File: config.mk
export PLATFORM = sky130hd
export DESIGN_NAME = crc_current_reference
export DESIGN_NICKNAME = d
export VERILOG_FILES = /design/src/rtl/crc_reg8.v /design/src/rtl/crc_ft_select.v /design/src/rtl/crc_current_reference.v
export VERILOG_INCLUDE_DIRS = /design/src /design/src/include
export SDC_FILE = /design/constraint.sdc
export NUM_CORES = 1
export LEC_CHECK = 0
export BUFFER_PORTS_ARGS = -buffer_cell sky130_fd_sc_hd__buf_2
export CAP_MARGIN = 10
export CORE_ASPECT_RATIO = 0.6
export CORE_UTILIZATION = 51
export CTS_BUF_LIST = sky130_fd_sc_hd__clkbuf_16
export CTS_CLUSTER_SIZE = 14
export DETAILED_ROUTE_END_ITERATION = 10
export HOLD_SLACK_MARGIN = 0.06
export PLACE_DENSITY_LB_ADDON = 0.25
export SYNTH_ARGS = -nofsm -noshare
export SYNTH_HDL_FRONTEND = slang
export SYNTH_SLANG_ARGS = --single-unit
File: constraint.sdc
create_clock -name sys_clk_i -period 2.13 [get_ports sys_clk_i]
set_input_delay 0.3195 -clock sys_clk_i [delete_from_list [all_inputs] [get_ports sys_clk_i]]
set_output_delay 0.3195 -clock sys_clk_i [all_outputs]
set_load 0.05 [all_outputs]
File: src/include/crc_consts.vh
// Constants for the current reference control block
`ifndef CRC_CONSTS_VH
`define CRC_CONSTS_VH

// ********************************
// Register addresses and pages
// ********************************
`define CRC_REG_ADDR        8'hb9
`define CRC_PAGE_CONTROL    8'h00
`define CRC_PAGE_CONFIG     8'h0f

// ********************************
// Control register fields
// ********************************
`define CRC_CTL_DIR_BIT     7
`define CRC_CTL_RANGE_BIT   6
`define CRC_CTL_COUNT_MSB   5
`define CRC_CTL_RESET       8'h00

// ********************************
// Config register fields
// ********************************
`define CRC_CFG_FT_EN_BIT   7
`define CRC_CFG_SEL_MSB     2
`define CRC_CFG_RW_MASK     8'h87
`define CRC_CFG_RESET       8'h00

// ********************************
// Fine-tune and step size constants
// ********************************
`define CRC_NUM_CHANNELS    6
`define CRC_SEL_LAST        3'h5
`define CRC_LOW_STEP_UA     4'h1
`define CRC_HIGH_STEP_UA    4'h8

`endif

File: src/rtl/crc_reg8.v
// Eight-bit register with synchronous reset and a per-bit write mask
module crc_reg8 #(
	parameter [7:0] RESET_VAL = 8'h00,
	parameter [7:0] WR_MASK   = 8'hff
) (
	// Clock and reset
	input  wire       sys_clk_i,
	input  wire       srst_i,
	// Write port
	input  wire       wr_en_i,
	input  wire [7:0] wr_data_i,
	// Stored value
	output reg  [7:0] q_o
);

	always @(posedge sys_clk_i) begin
		if (srst_i) begin
			q_o <= RESET_VAL;
		end else if (wr_en_i) begin
			q_o <= wr_data_i & WR_MASK;
		end
	end

endmodule

File: src/rtl/crc_ft_select.v
// Fine-tune source multiplexer with gating by the enable bit
module crc_ft_select (
	// Clock and reset
	input  wire       sys_clk_i,
	input  wire       srst_i,
	// Selection
	input  wire       ft_enable_i,
	input  wire [2:0] ft_select_i,
	input  wire [5:0] channel_i,
	// Gate for the extra element
	output reg        gate_o,
	output reg        select_valid_o
);

	reg next_gate;
	reg next_valid;

	always @* begin
		next_gate  = 1'b0;
		next_valid = 1'b1;
		case (ft_select_i)
			3'h0: next_gate = channel_i[0];
			3'h1: next_gate = channel_i[1];
			3'h2: next_gate = channel_i[2];
			3'h3: next_gate = channel_i[3];
			3'h4: next_gate = channel_i[4];
			3'h5: next_gate = channel_i[5];
			// Reserved codes select nothing, so the element stays off
			default: next_valid = 1'b0;
		endcase
		if (!ft_enable_i) begin
			next_gate = 1'b0;
		end
	end

	always @(posedge sys_clk_i) begin
		if (srst_i) begin
			gate_o         <= 1'b0;
			select_valid_o <= 1'b1;
		end else begin
			gate_o         <= next_gate;
			select_valid_o <= next_valid;
		end
	end

endmodule

File: src/rtl/crc_current_reference.v
// Register file and output control of the programmable current reference
`include "crc_consts.vh"

// Function
// Direction bit 7 of the control register selects source at 0 and sink at 1.
// Range bit 6 selects the 1 uA step at 0 and the 8 uA step at 1.
// The six-bit step count sets the magnitude as direction times step size times count.
// A step count of zero puts the reference into its low power disabled state; the code keeps it enabled while fine_tune_gate_o is high.
// With fine tune enabled the selected counter array output gates an extra element worth two LSBs.
// With count bits 1:0 at zero a fully high fine-tune signal equals count bits 1:0 set to 10.
// Fine tune select codes 000 to 101 pick counter array channels 0 to 5 in order.
// Software must not use select codes 110 or 111, which are reserved and pick no channel.
// Config bits 6 to 3 read as zero and ignore writes.
// The config register sits at the control register address on page 0xf instead of page 0.
// A nonzero setting makes the reference active and writing zero to the control register turns it off; the code keeps it on while fine_tune_gate_o is high.
// With fine tune disabled the counter array outputs have no effect and the extra element stays off.
// Register writes load on the system clock and every register bit resets to zero.
module crc_current_reference (
	// Clock and reset
	input  wire       sys_clk_i,
	input  wire       srst_i,
	// Special function register port
	input  wire [7:0] sfr_addr_i,
	input  wire [7:0] sfr_page_i,
	input  wire       sfr_wr_i,
	input  wire       sfr_rd_i,
	input  wire [7:0] sfr_wdata_i,
	output reg  [7:0] sfr_rdata_o,
	output wire       sfr_hit_o,
	// Counter array channel outputs
	input  wire [5:0] counter_array_output_i,
	// Analog stage controls
	output reg        current_reference_enable_o,
	output reg        sink_o,
	output reg        output_range_select_o,
	output reg  [5:0] current_step_count_o,
	output wire       fine_tune_gate_o,
	output wire       fine_tune_select_valid_o,
	output reg  [6:0] effective_steps_o,
	output reg  [9:0] magnitude_ua_o
);

	// ********************************
	// Address decode
	// ********************************
	wire       addr_match;
	wire       sel_control;
	wire       sel_config;
	wire [7:0] control_q;
	wire [7:0] config_q;
	wire [5:0] ch_sync;

	assign addr_match  = (sfr_addr_i == `CRC_REG_ADDR);
	assign sel_control = addr_match && (sfr_page_i == `CRC_PAGE_CONTROL);
	assign sel_config  = addr_match && (sfr_page_i == `CRC_PAGE_CONFIG);
	assign sfr_hit_o   = sel_control || sel_config;

	// ********************************
	// Registers
	// ********************************
	crc_reg8 #(
		.RESET_VAL (`CRC_CTL_RESET),
		.WR_MASK   (8'hff)
	) u_control (
		.sys_clk_i (sys_clk_i),
		.srst_i    (srst_i),
		.wr_en_i   (sfr_wr_i && sel_control),
		.wr_data_i (sfr_wdata_i),
		.q_o       (control_q)
	);

	// Unused config bits are masked on write so they always read as zero
	crc_reg8 #(
		.RESET_VAL (`CRC_CFG_RESET),
		.WR_MASK   (`CRC_CFG_RW_MASK)
	) u_config (
		.sys_clk_i (sys_clk_i),
		.srst_i    (srst_i),
		.wr_en_i   (sfr_wr_i && sel_config),
		.wr_data_i (sfr_wdata_i),
		.q_o       (config_q)
	);

	// Read data registered; unmapped reads return zero
	always @(posedge sys_clk_i) begin
		if (srst_i) begin
			sfr_rdata_o <= 8'h00;
		end else if (sfr_rd_i && sel_control) begin
			sfr_rdata_o <= control_q;
		end else if (sfr_rd_i && sel_config) begin
			sfr_rdata_o <= config_q;
		end else begin
			sfr_rdata_o <= 8'h00;
		end
	end

	// ********************************
	// Counter array channel synchronisers
	// ********************************
	// PWM channels may come from another clock, so each passes three stages
	reg [5:0] ch_s1;
	reg [5:0] ch_s2;
	reg [5:0] ch_s3;
	reg [5:0] ch_stable;

	always @(posedge sys_clk_i) begin
		if (srst_i) begin
			ch_s1     <= 6'h00;
			ch_s2     <= 6'h00;
			ch_s3     <= 6'h00;
			ch_stable <= 6'h00;
		end else begin
			ch_s1     <= counter_array_output_i;
			ch_s2     <= ch_s1;
			ch_s3     <= ch_s2;
			// Take the new level only where the second and third stages agree, else hold
			ch_stable <= (ch_stable & (ch_s2 ^ ch_s3)) | (ch_s2 & ~(ch_s2 ^ ch_s3));
		end
	end
	assign ch_sync = ch_stable;

	// ********************************
	// Fine-tune source
	// ********************************
	crc_ft_select u_ft_select (
		.sys_clk_i      (sys_clk_i),
		.srst_i         (srst_i),
		.ft_enable_i    (config_q[`CRC_CFG_FT_EN_BIT]),
		.ft_select_i    (config_q[`CRC_CFG_SEL_MSB:0]),
		.channel_i      (ch_sync),
		.gate_o         (fine_tune_gate_o),
		.select_valid_o (fine_tune_select_valid_o)
	);

	// ********************************
	// Analog stage controls
	// ********************************
	reg [5:0] count_now;
	reg [6:0] next_steps;
	reg [9:0] next_mag;
	reg       next_enable;

	always @* begin
		count_now   = control_q[`CRC_CTL_COUNT_MSB:0];
		// Gated element adds two LSBs, so full duty on 00 equals 10
		next_steps  = {1'b0, count_now} + {5'h00, fine_tune_gate_o, 1'b0};
		if (control_q[`CRC_CTL_RANGE_BIT]) begin
			next_mag = {next_steps, 3'h0};
		end else begin
			next_mag = {3'h0, next_steps};
		end
		// Zero count means low power state unless the fine-tune gate is high
		next_enable = (count_now != 6'h00) || fine_tune_gate_o;
		if (!next_enable) begin
			next_steps = 7'h00;
			next_mag   = 10'h000;
		end
	end

	always @(posedge sys_clk_i) begin
		if (srst_i) begin
			current_reference_enable_o <= 1'b0;
			sink_o                     <= 1'b0;
			output_range_select_o      <= 1'b0;
			current_step_count_o       <= 6'h00;
			effective_steps_o          <= 7'h00;
			magnitude_ua_o             <= 10'h000;
		end else begin
			current_reference_enable_o <= next_enable;
			sink_o                     <= control_q[`CRC_CTL_DIR_BIT];
			output_range_select_o      <= control_q[`CRC_CTL_RANGE_BIT];
			current_step_count_o       <= count_now;
			effective_steps_o          <= next_steps;
			magnitude_ua_o             <= next_mag;
		end
	end

endmodule

==> results.json, run 1 <==
{
  "synth.top_cell.area_share_pct": 59.1,
  "synth_warnings": 0,
  "drive_above_1_share_pct": 35.3,
  "die-height_um": 55.6,
  "grt_total_usage_pct": 19.6,
  "worstMarginPinSlew_ns": 0.493,
  "synth_enable_flop_cells": 0,
  "grt_pass1_vias": 1603,
  "cts.repair_timing.setup_buffer_count": 0,
  "globalRouteOverflowTotal": 0,
  "synth_top_area_cell": "sky130_fd_sc_hd__dfxtp_1",
  "ys_types": 39,
  "floorplan.die.width_um": 91.3,
  "power.density_cell_area_nw_per_um2": 900,
  "worstPathMaxFanout": 3,
  "finalClockSkew_ns": 0.00303,
  "top_cells_by_area_synth": "sky130_fd_sc_hd__dfxtp_1 (59%), sky130_fd_sc_hd__nor2b_1 (7.9%), sky130_fd_sc_hd__mux2i_1 (3.3%)",
  "min_period_over_period_pct": 82.6,
  "clock.fmax_mhz": 568,
  "start_util_pct": 53.2,
  "drt_first_iter_violations": 51,
  "dp_slack_ns": 0.366,
  "design.final.nets": 327,
  "design.portCount": 71,
  "drt-total-wl_um": 4600,
  "core.rowCount": 19,
  "cts_repair_resize_count": 0,
  "cts_tree": "yes",
  "fp.coreArea_um2": 4590,
  "area_delta_synth_final_pct": 28.8,
  "layout_commonest_cell": "sky130_fd_sc_hd__dfxtp_1",
  "leakagePower_nw": 1.44,
  "die_area_um2": 5070,
  "postRouteAntennaNets": 0,
  "layout_setup_ws_ns": 0.371,
  "wl_per_cell_um": 12.9,
  "clkLatencyLatePin_ns": 0.32,
  "n_antenna_cell": 0,
  "cts-root-to-sink-buffers": 2,
  "finalSetupTns_ns": 0,
  "worstPathRequired_ns": 1.81,
  "worst_hold_path_type": "in -> reg",
  "cts_made_buffers": 9,
  "seq_area_frac_synth_pct": 59.1,
  "slew_violations": 0,
  "port_buffers": 70,
  "whs_ns": 0.204,
  "syn_area_per_cell_um2": 11.4,
  "grt_first_pass_wirelength_um": 7410,
  "synth-seq-cells": 72,
  "post-dp-hpwl_um": 3160,
  "final_hold_viol_count": 0,
  "setup.worst_path.end_class": "output port",
  "mappedNetlistNets": 250,
  "largest_net_degree_at_the_start_of_global_routing": 28,
  "clk_root_buffer_cell": "sky130_fd_sc_hd__clkbuf_16",
  "hold-path-cell-count": 2,
  "cts_hold_repair.buffers": 0,
  "syn-cell-area_um2": 2440,
  "critical_path.startpoint_type": "primary input",
  "synthFlopType": "sky130_fd_sc_hd__dfxtp_1",
  "clock_tree.htree_level_count": 3,
  "dr.pass1.iters": 4,
  "remaining_routing_drc_violations": 0,
  "worstPathArrival_ns": 1.44,
  "clock_period_minus_worst_slack_ns": 1.76,
  "run_status": "completed",
  "postSynth.asyncResetShare_pct": 0,
  "gp_congestion": 0.764,
  "antenna_found_initial": 0,
  "rsz0062_at_grt": "false",
  "clk_pin_slew_ns": 0.05,
  "drt-vias-per-instance": 4.77,
  "vias": 1708,
  "clock_sinks": 72,
  "report.final.setup_viol": 0,
  "ir_drop_mv": 0.644,
  "max_cap_violations": 0,
  "crit_type": "in -> out",
  "rr_worst_depth": 6,
  "most-common-layout-cells": "sky130_fd_sc_hd__dfxtp_1 (72), sky130_fd_sc_hd__buf_2 (70), sky130_fd_sc_hd__nor2b_1 (31)",
  "slew_headroom_pct": 67.1,
  "syn_inst": 214
}
-- path summary, 6_finish.rpt --
check	start	slack [ns]	end
max	sfr_page_i[0]	0.37	sfr_hit_o
min	counter_array_output_i[0]	0.20	ch_s1[0]
min reg2reg	ch_s1[5]	0.44	ch_s2[5]
max reg2reg	u_control.q_o[1]	0.62	magnitude_ua_o[3]
-- worst max-delay path, stage by stage --
cell	delay, ns
sky130_fd_sc_hd__buf_2	0.10
sky130_fd_sc_hd__or4_4	0.59
sky130_fd_sc_hd__a21oi_1	0.15
sky130_fd_sc_hd__buf_2	0.27
-- sequential cells by signal (all words and copies together) (netlist names), named ones only --
name and cells:
sfr_rdata_o 8, sink_o 1, current_reference_enable_o 1, ch_s3 6
ch_s2 6, effective_steps_o 7, u_config.q_o 4, output_range_select_o 1
u_control.q_o 8, magnitude_ua_o 10, ch_s1 6, u_ft_select.select_valid_o 1
current_step_count_o 6, u_ft_select.gate_o 1
-- power breakdown --
group / switching [mW] / internal (mW)
Sequential: 0.00430 / 1.36
Combinational: 0.0336 / 0.0420
Clock: 0.503 / 0.883
-- per-layer routing --
layer	part of all wire, %	track usage, %	vias to the layer above	routed length [µm]
met4	1.1	8.16	0	49
li1	-	-	863	-
met1	51	25.9	767	2370
met3	7.4	7.51	9	339
met2	40	28.8	69	1840
met5	0	0	-	0
-- synth_stat cells (2+ instances only) --
library cell               count
sky130_fd_sc_hd__nand2b_1     10
sky130_fd_sc_hd__ha_1          2
sky130_fd_sc_hd__a21oi_1       8
sky130_fd_sc_hd__mux2_4        5
sky130_fd_sc_hd__nor2b_1      31
sky130_fd_sc_hd__dfxtp_1      72
sky130_fd_sc_hd__nor2_1       14
sky130_fd_sc_hd__a22o_1        4
sky130_fd_sc_hd__nand3_1       2
sky130_fd_sc_hd__o21a_1        2
sky130_fd_sc_hd__clkbuf_1      6
sky130_fd_sc_hd__and4bb_2      2
sky130_fd_sc_hd__mux2i_1       8
sky130_fd_sc_hd__nand2_1       9
sky130_fd_sc_hd__o21ai_0       6
sky130_fd_sc_hd__xnor2_1       2
sky130_fd_sc_hd__inv_1         4
sky130_fd_sc_hd__and2_1        6
-- per-stage QoR --
stage	util, %	power, mW	area [µm²]	std cells
2_1_floorplan	-	1.43	2440	214
3_3_place_gp	62.4	1.47	2860	343
3_5_place_dp	62.4	1.47	2860	343
4_1_cts	68.5	2.86	3140	358
5_1_grt	68.5	2.92	3140	358
6_report	68.5	2.83	3140	358
-- final cells by class --
type,instances,area (µm²)
sequential,72,1440
inverter,5,18.8
clock inverter,6,52.6
timing repair buffer,73,373
fill,368,1450
multi-input combinational,130,952
clock buffer,9,225
tap,63,78.8
-- cell families (layout without fill, tap and decap cells) --
| logic type | Yosys count | count (layout) | share of synthesized area (%) |
|---|---|---|---|
| DFF | 72 | 72 | 59.1 |
| adders and majority gates | 2 | 2 | 1.03 |
| and+or+nand+nor | 87 | 87 | 23.4 |
| xor gates and xnor gates | 3 | 3 | 1.08 |
| buffers and inverters | 12 | 93 | 1.90 |
| muxes | 15 | 15 | 7.74 |
| AOI/OAI and AO/OA | 23 | 23 | 5.80 |
(Power assumes the default switching activity.)
==> run 2, diff against run 1 <==
- CORE_UTILIZATION: 51 -> 45
- clock period: 2.13 -> 1.6 ns (I/O delays scaled with it)
==> run 2 against run 1 <==
Setup slack worse by 0.33 ns. Routed wire length is 0.91% higher. Largest cell class unchanged. Die area is 13% higher. Via count is 0.35% lower. Sequential share of layout area is 0.73 points lower. Register-to-register slack worse by 0.40 ns. Combinational power is 35% higher. Sequential cell count stayed put.
==> results.json, run 2 (same netlist as run 1, synthesis figures left out) <==
{
  "run_status": "completed",
  "grt_first_pass_wirelength_um": 7730,
  "postRouteAntennaNets": 0,
  "critical_path.startpoint_type": "primary input",
  "grt_total_usage_pct": 18.1,
  "r2r-start": "u_control.q_o[1]",
  "min_period_over_period_pct": 97.2,
  "port_buffers": 70,
  "layout_top_registers": "magnitude_ua_o: 10 flops, sfr_rdata_o: 8 flops, u_control.q_o: 8 flops",
  "finalClockSkew_ns": 0.00884,
  "core.rowCount": 20,
  "clock_sinks": 72,
  "grt_pass1_vias": 1589,
  "largest_net_degree_at_the_start_of_global_routing": 27,
  "die_area_um2": 5730,
  "largest_reg_flops": 10,
  "worst_hold_path_type": "in -> reg",
  "final_util_pct": 62.3,
  "clock.fmax_mhz": 643,
  "setup.worst_path.end_class": "output port",
  "max_cap_violations": 0,
  "rsz0062_at_grt": "false",
  "n_antenna_cell": 0,
  "n_fill_cell": 427,
  "drt_first_iter_violations": 71,
  "floorplan.die.width_um": 97.1,
  "slew_headroom_pct": 66.5,
  "worstMarginPinSlew_ns": 0.501,
  "ir_drop_mv": 0.559,
  "cp_slowest_cell": "sky130_fd_sc_hd__or4_4",
  "cts_hold_repair.buffers": 0,
  "most-common-layout-cells": "sky130_fd_sc_hd__dfxtp_1 (71), sky130_fd_sc_hd__buf_2 (69), sky130_fd_sc_hd__nor2b_1 (31)",
  "slew_violations": 0,
  "drive_above_1_share_pct": 36.8,
  "startpoint": "sfr_page_i[0]",
  "final_hold_viol_count": 0,
  "finalSetupTns_ns": 0,
  "power.density_cell_area_nw_per_um2": 1230,
  "leakagePower_nw": 1.45,
  "die-height_um": 59.0,
  "vias": 1702,
  "largest-register": "magnitude_ua_o",
  "crit_type": "in -> out",
  "post-dp-hpwl_um": 3370,
  "antenna_found_initial": 0,
  "layout_setup_ws_ns": 0.0445,
  "globalRouteOverflowTotal": 0,
  "worstPathRequired_ns": 1.36,
  "dp_slack_ns": 0.00101,
  "layout_commonest_cell": "sky130_fd_sc_hd__dfxtp_1",
  "report.final.setup_viol": 0,
  "drt-vias-per-instance": 4.70,
  "final_cell_area_um2": 3200,
  "wl_per_cell_um": 12.8,
  "dr.pass1.iters": 4,
  "start_util_pct": 47.6,
  "clock_tree.htree_level_count": 3,
  "drt-total-wl_um": 4650,
  "remaining_routing_drc_violations": 0,
  "post-layout-total-power_mw": 3.92,
  "timing.critical_path.max_delay_family": "simple AND/OR/NAND/NOR gates",
  "design.portCount": 71,
  "design.final.nets": 330,
  "timing.critical_path.buf_inv": 2,
  "cts_made_buffers": 9,
  "critical-path-max-stage-delay_ns": 0.59,
  "worst_hold_startpoint": "counter_array_output_i[1]",
  "cts-root-to-sink-buffers": 2,
  "fp.coreArea_um2": 5130,
  "gp_congestion": 0.756,
  "clk_root_buffer_cell": "sky130_fd_sc_hd__clkbuf_16",
  "worstPathArrival_ns": 1.32,
  "area_delta_synth_final_pct": 31.0,
  "cells_along_the_critical_path": "buf_2, or4_4, a21oi_2, clkbuf_4",
  "clk_pin_slew_ns": 0.05,
  "clock_period_minus_worst_slack_ns": 1.56,
  "clkLatencyLatePin_ns": 0.32,
  "worstPathMaxFanout": 3,
  "placed_area_um2": 2900,
  "cts_tree": "yes"
}
==> run 2: worst paths after layout <==
check,end,slack (ns),cells past startpoint
setup / recovery,sfr_hit_o,0.04,4
hold / removal,ch_s1[1],0.13,2
setup reg to reg,magnitude_ua_o[5],0.22,6
hold reg to reg,ch_s2[0],0.43,1
==> run 2: routing by layer <==
| metal | track usage (%) | up-vias | wire length (µm) |
|---|---|---|---|
| met4 | 5.76 | 0 | 24 |
| li1 | - | 876 | - |
| met3 | 7.90 | 4 | 341 |
| met5 | 0 | - | 0 |
| met2 | 24.8 | 61 | 1760 |
| met1 | 25.4 | 761 | 2520 |
==> run 2: layout make-up <==
| class | count | area, µm² | area share [%] |
|---|---|---|---|
| Inverter | 5 | 18.8 | 0.587 |
| Tap cell | 66 | 82.6 | 2.58 |
| Timing Repair Buffer | 76 | 398 | 12.5 |
| Clock inverter | 4 | 72.6 | 2.27 |
| Sequential cell | 72 | 1440 | 45.1 |
| Multi-Input combinational cell | 130 | 956 | 29.9 |
| Clock buffer | 9 | 225 | 7.05 |
==> run 2: metrics by stage <==
| step | hold slack (ns) | cells |
|---|---|---|
| after floorplan | 0.368 | 214 |
| after global placement | 0.419 | 349 |
| after detailed placement | 0.427 | 349 |
| after CTS | 0.119 | 362 |
| after global routing | 0.125 | 362 |
| final | 0.125 | 362 |
==> run 2: repair_timing <==
item,4_1_cts,5_1_grt
resized for setup,0,1
buffers inserted,0,0
hold endpoints to repair,0,0
endpoints found under the setup margin,0,1
==> run 2: report_power, final <==
part	internal (mW)	switching (mW)	leakage, nW	total, mW
Combinational	0.0559	0.0457	0.724	0.102
Clock	1.33	0.665	0.143	2.00
Sequential	1.81	0.00547	0.583	1.82
Total	3.20	0.717	1.45	3.92
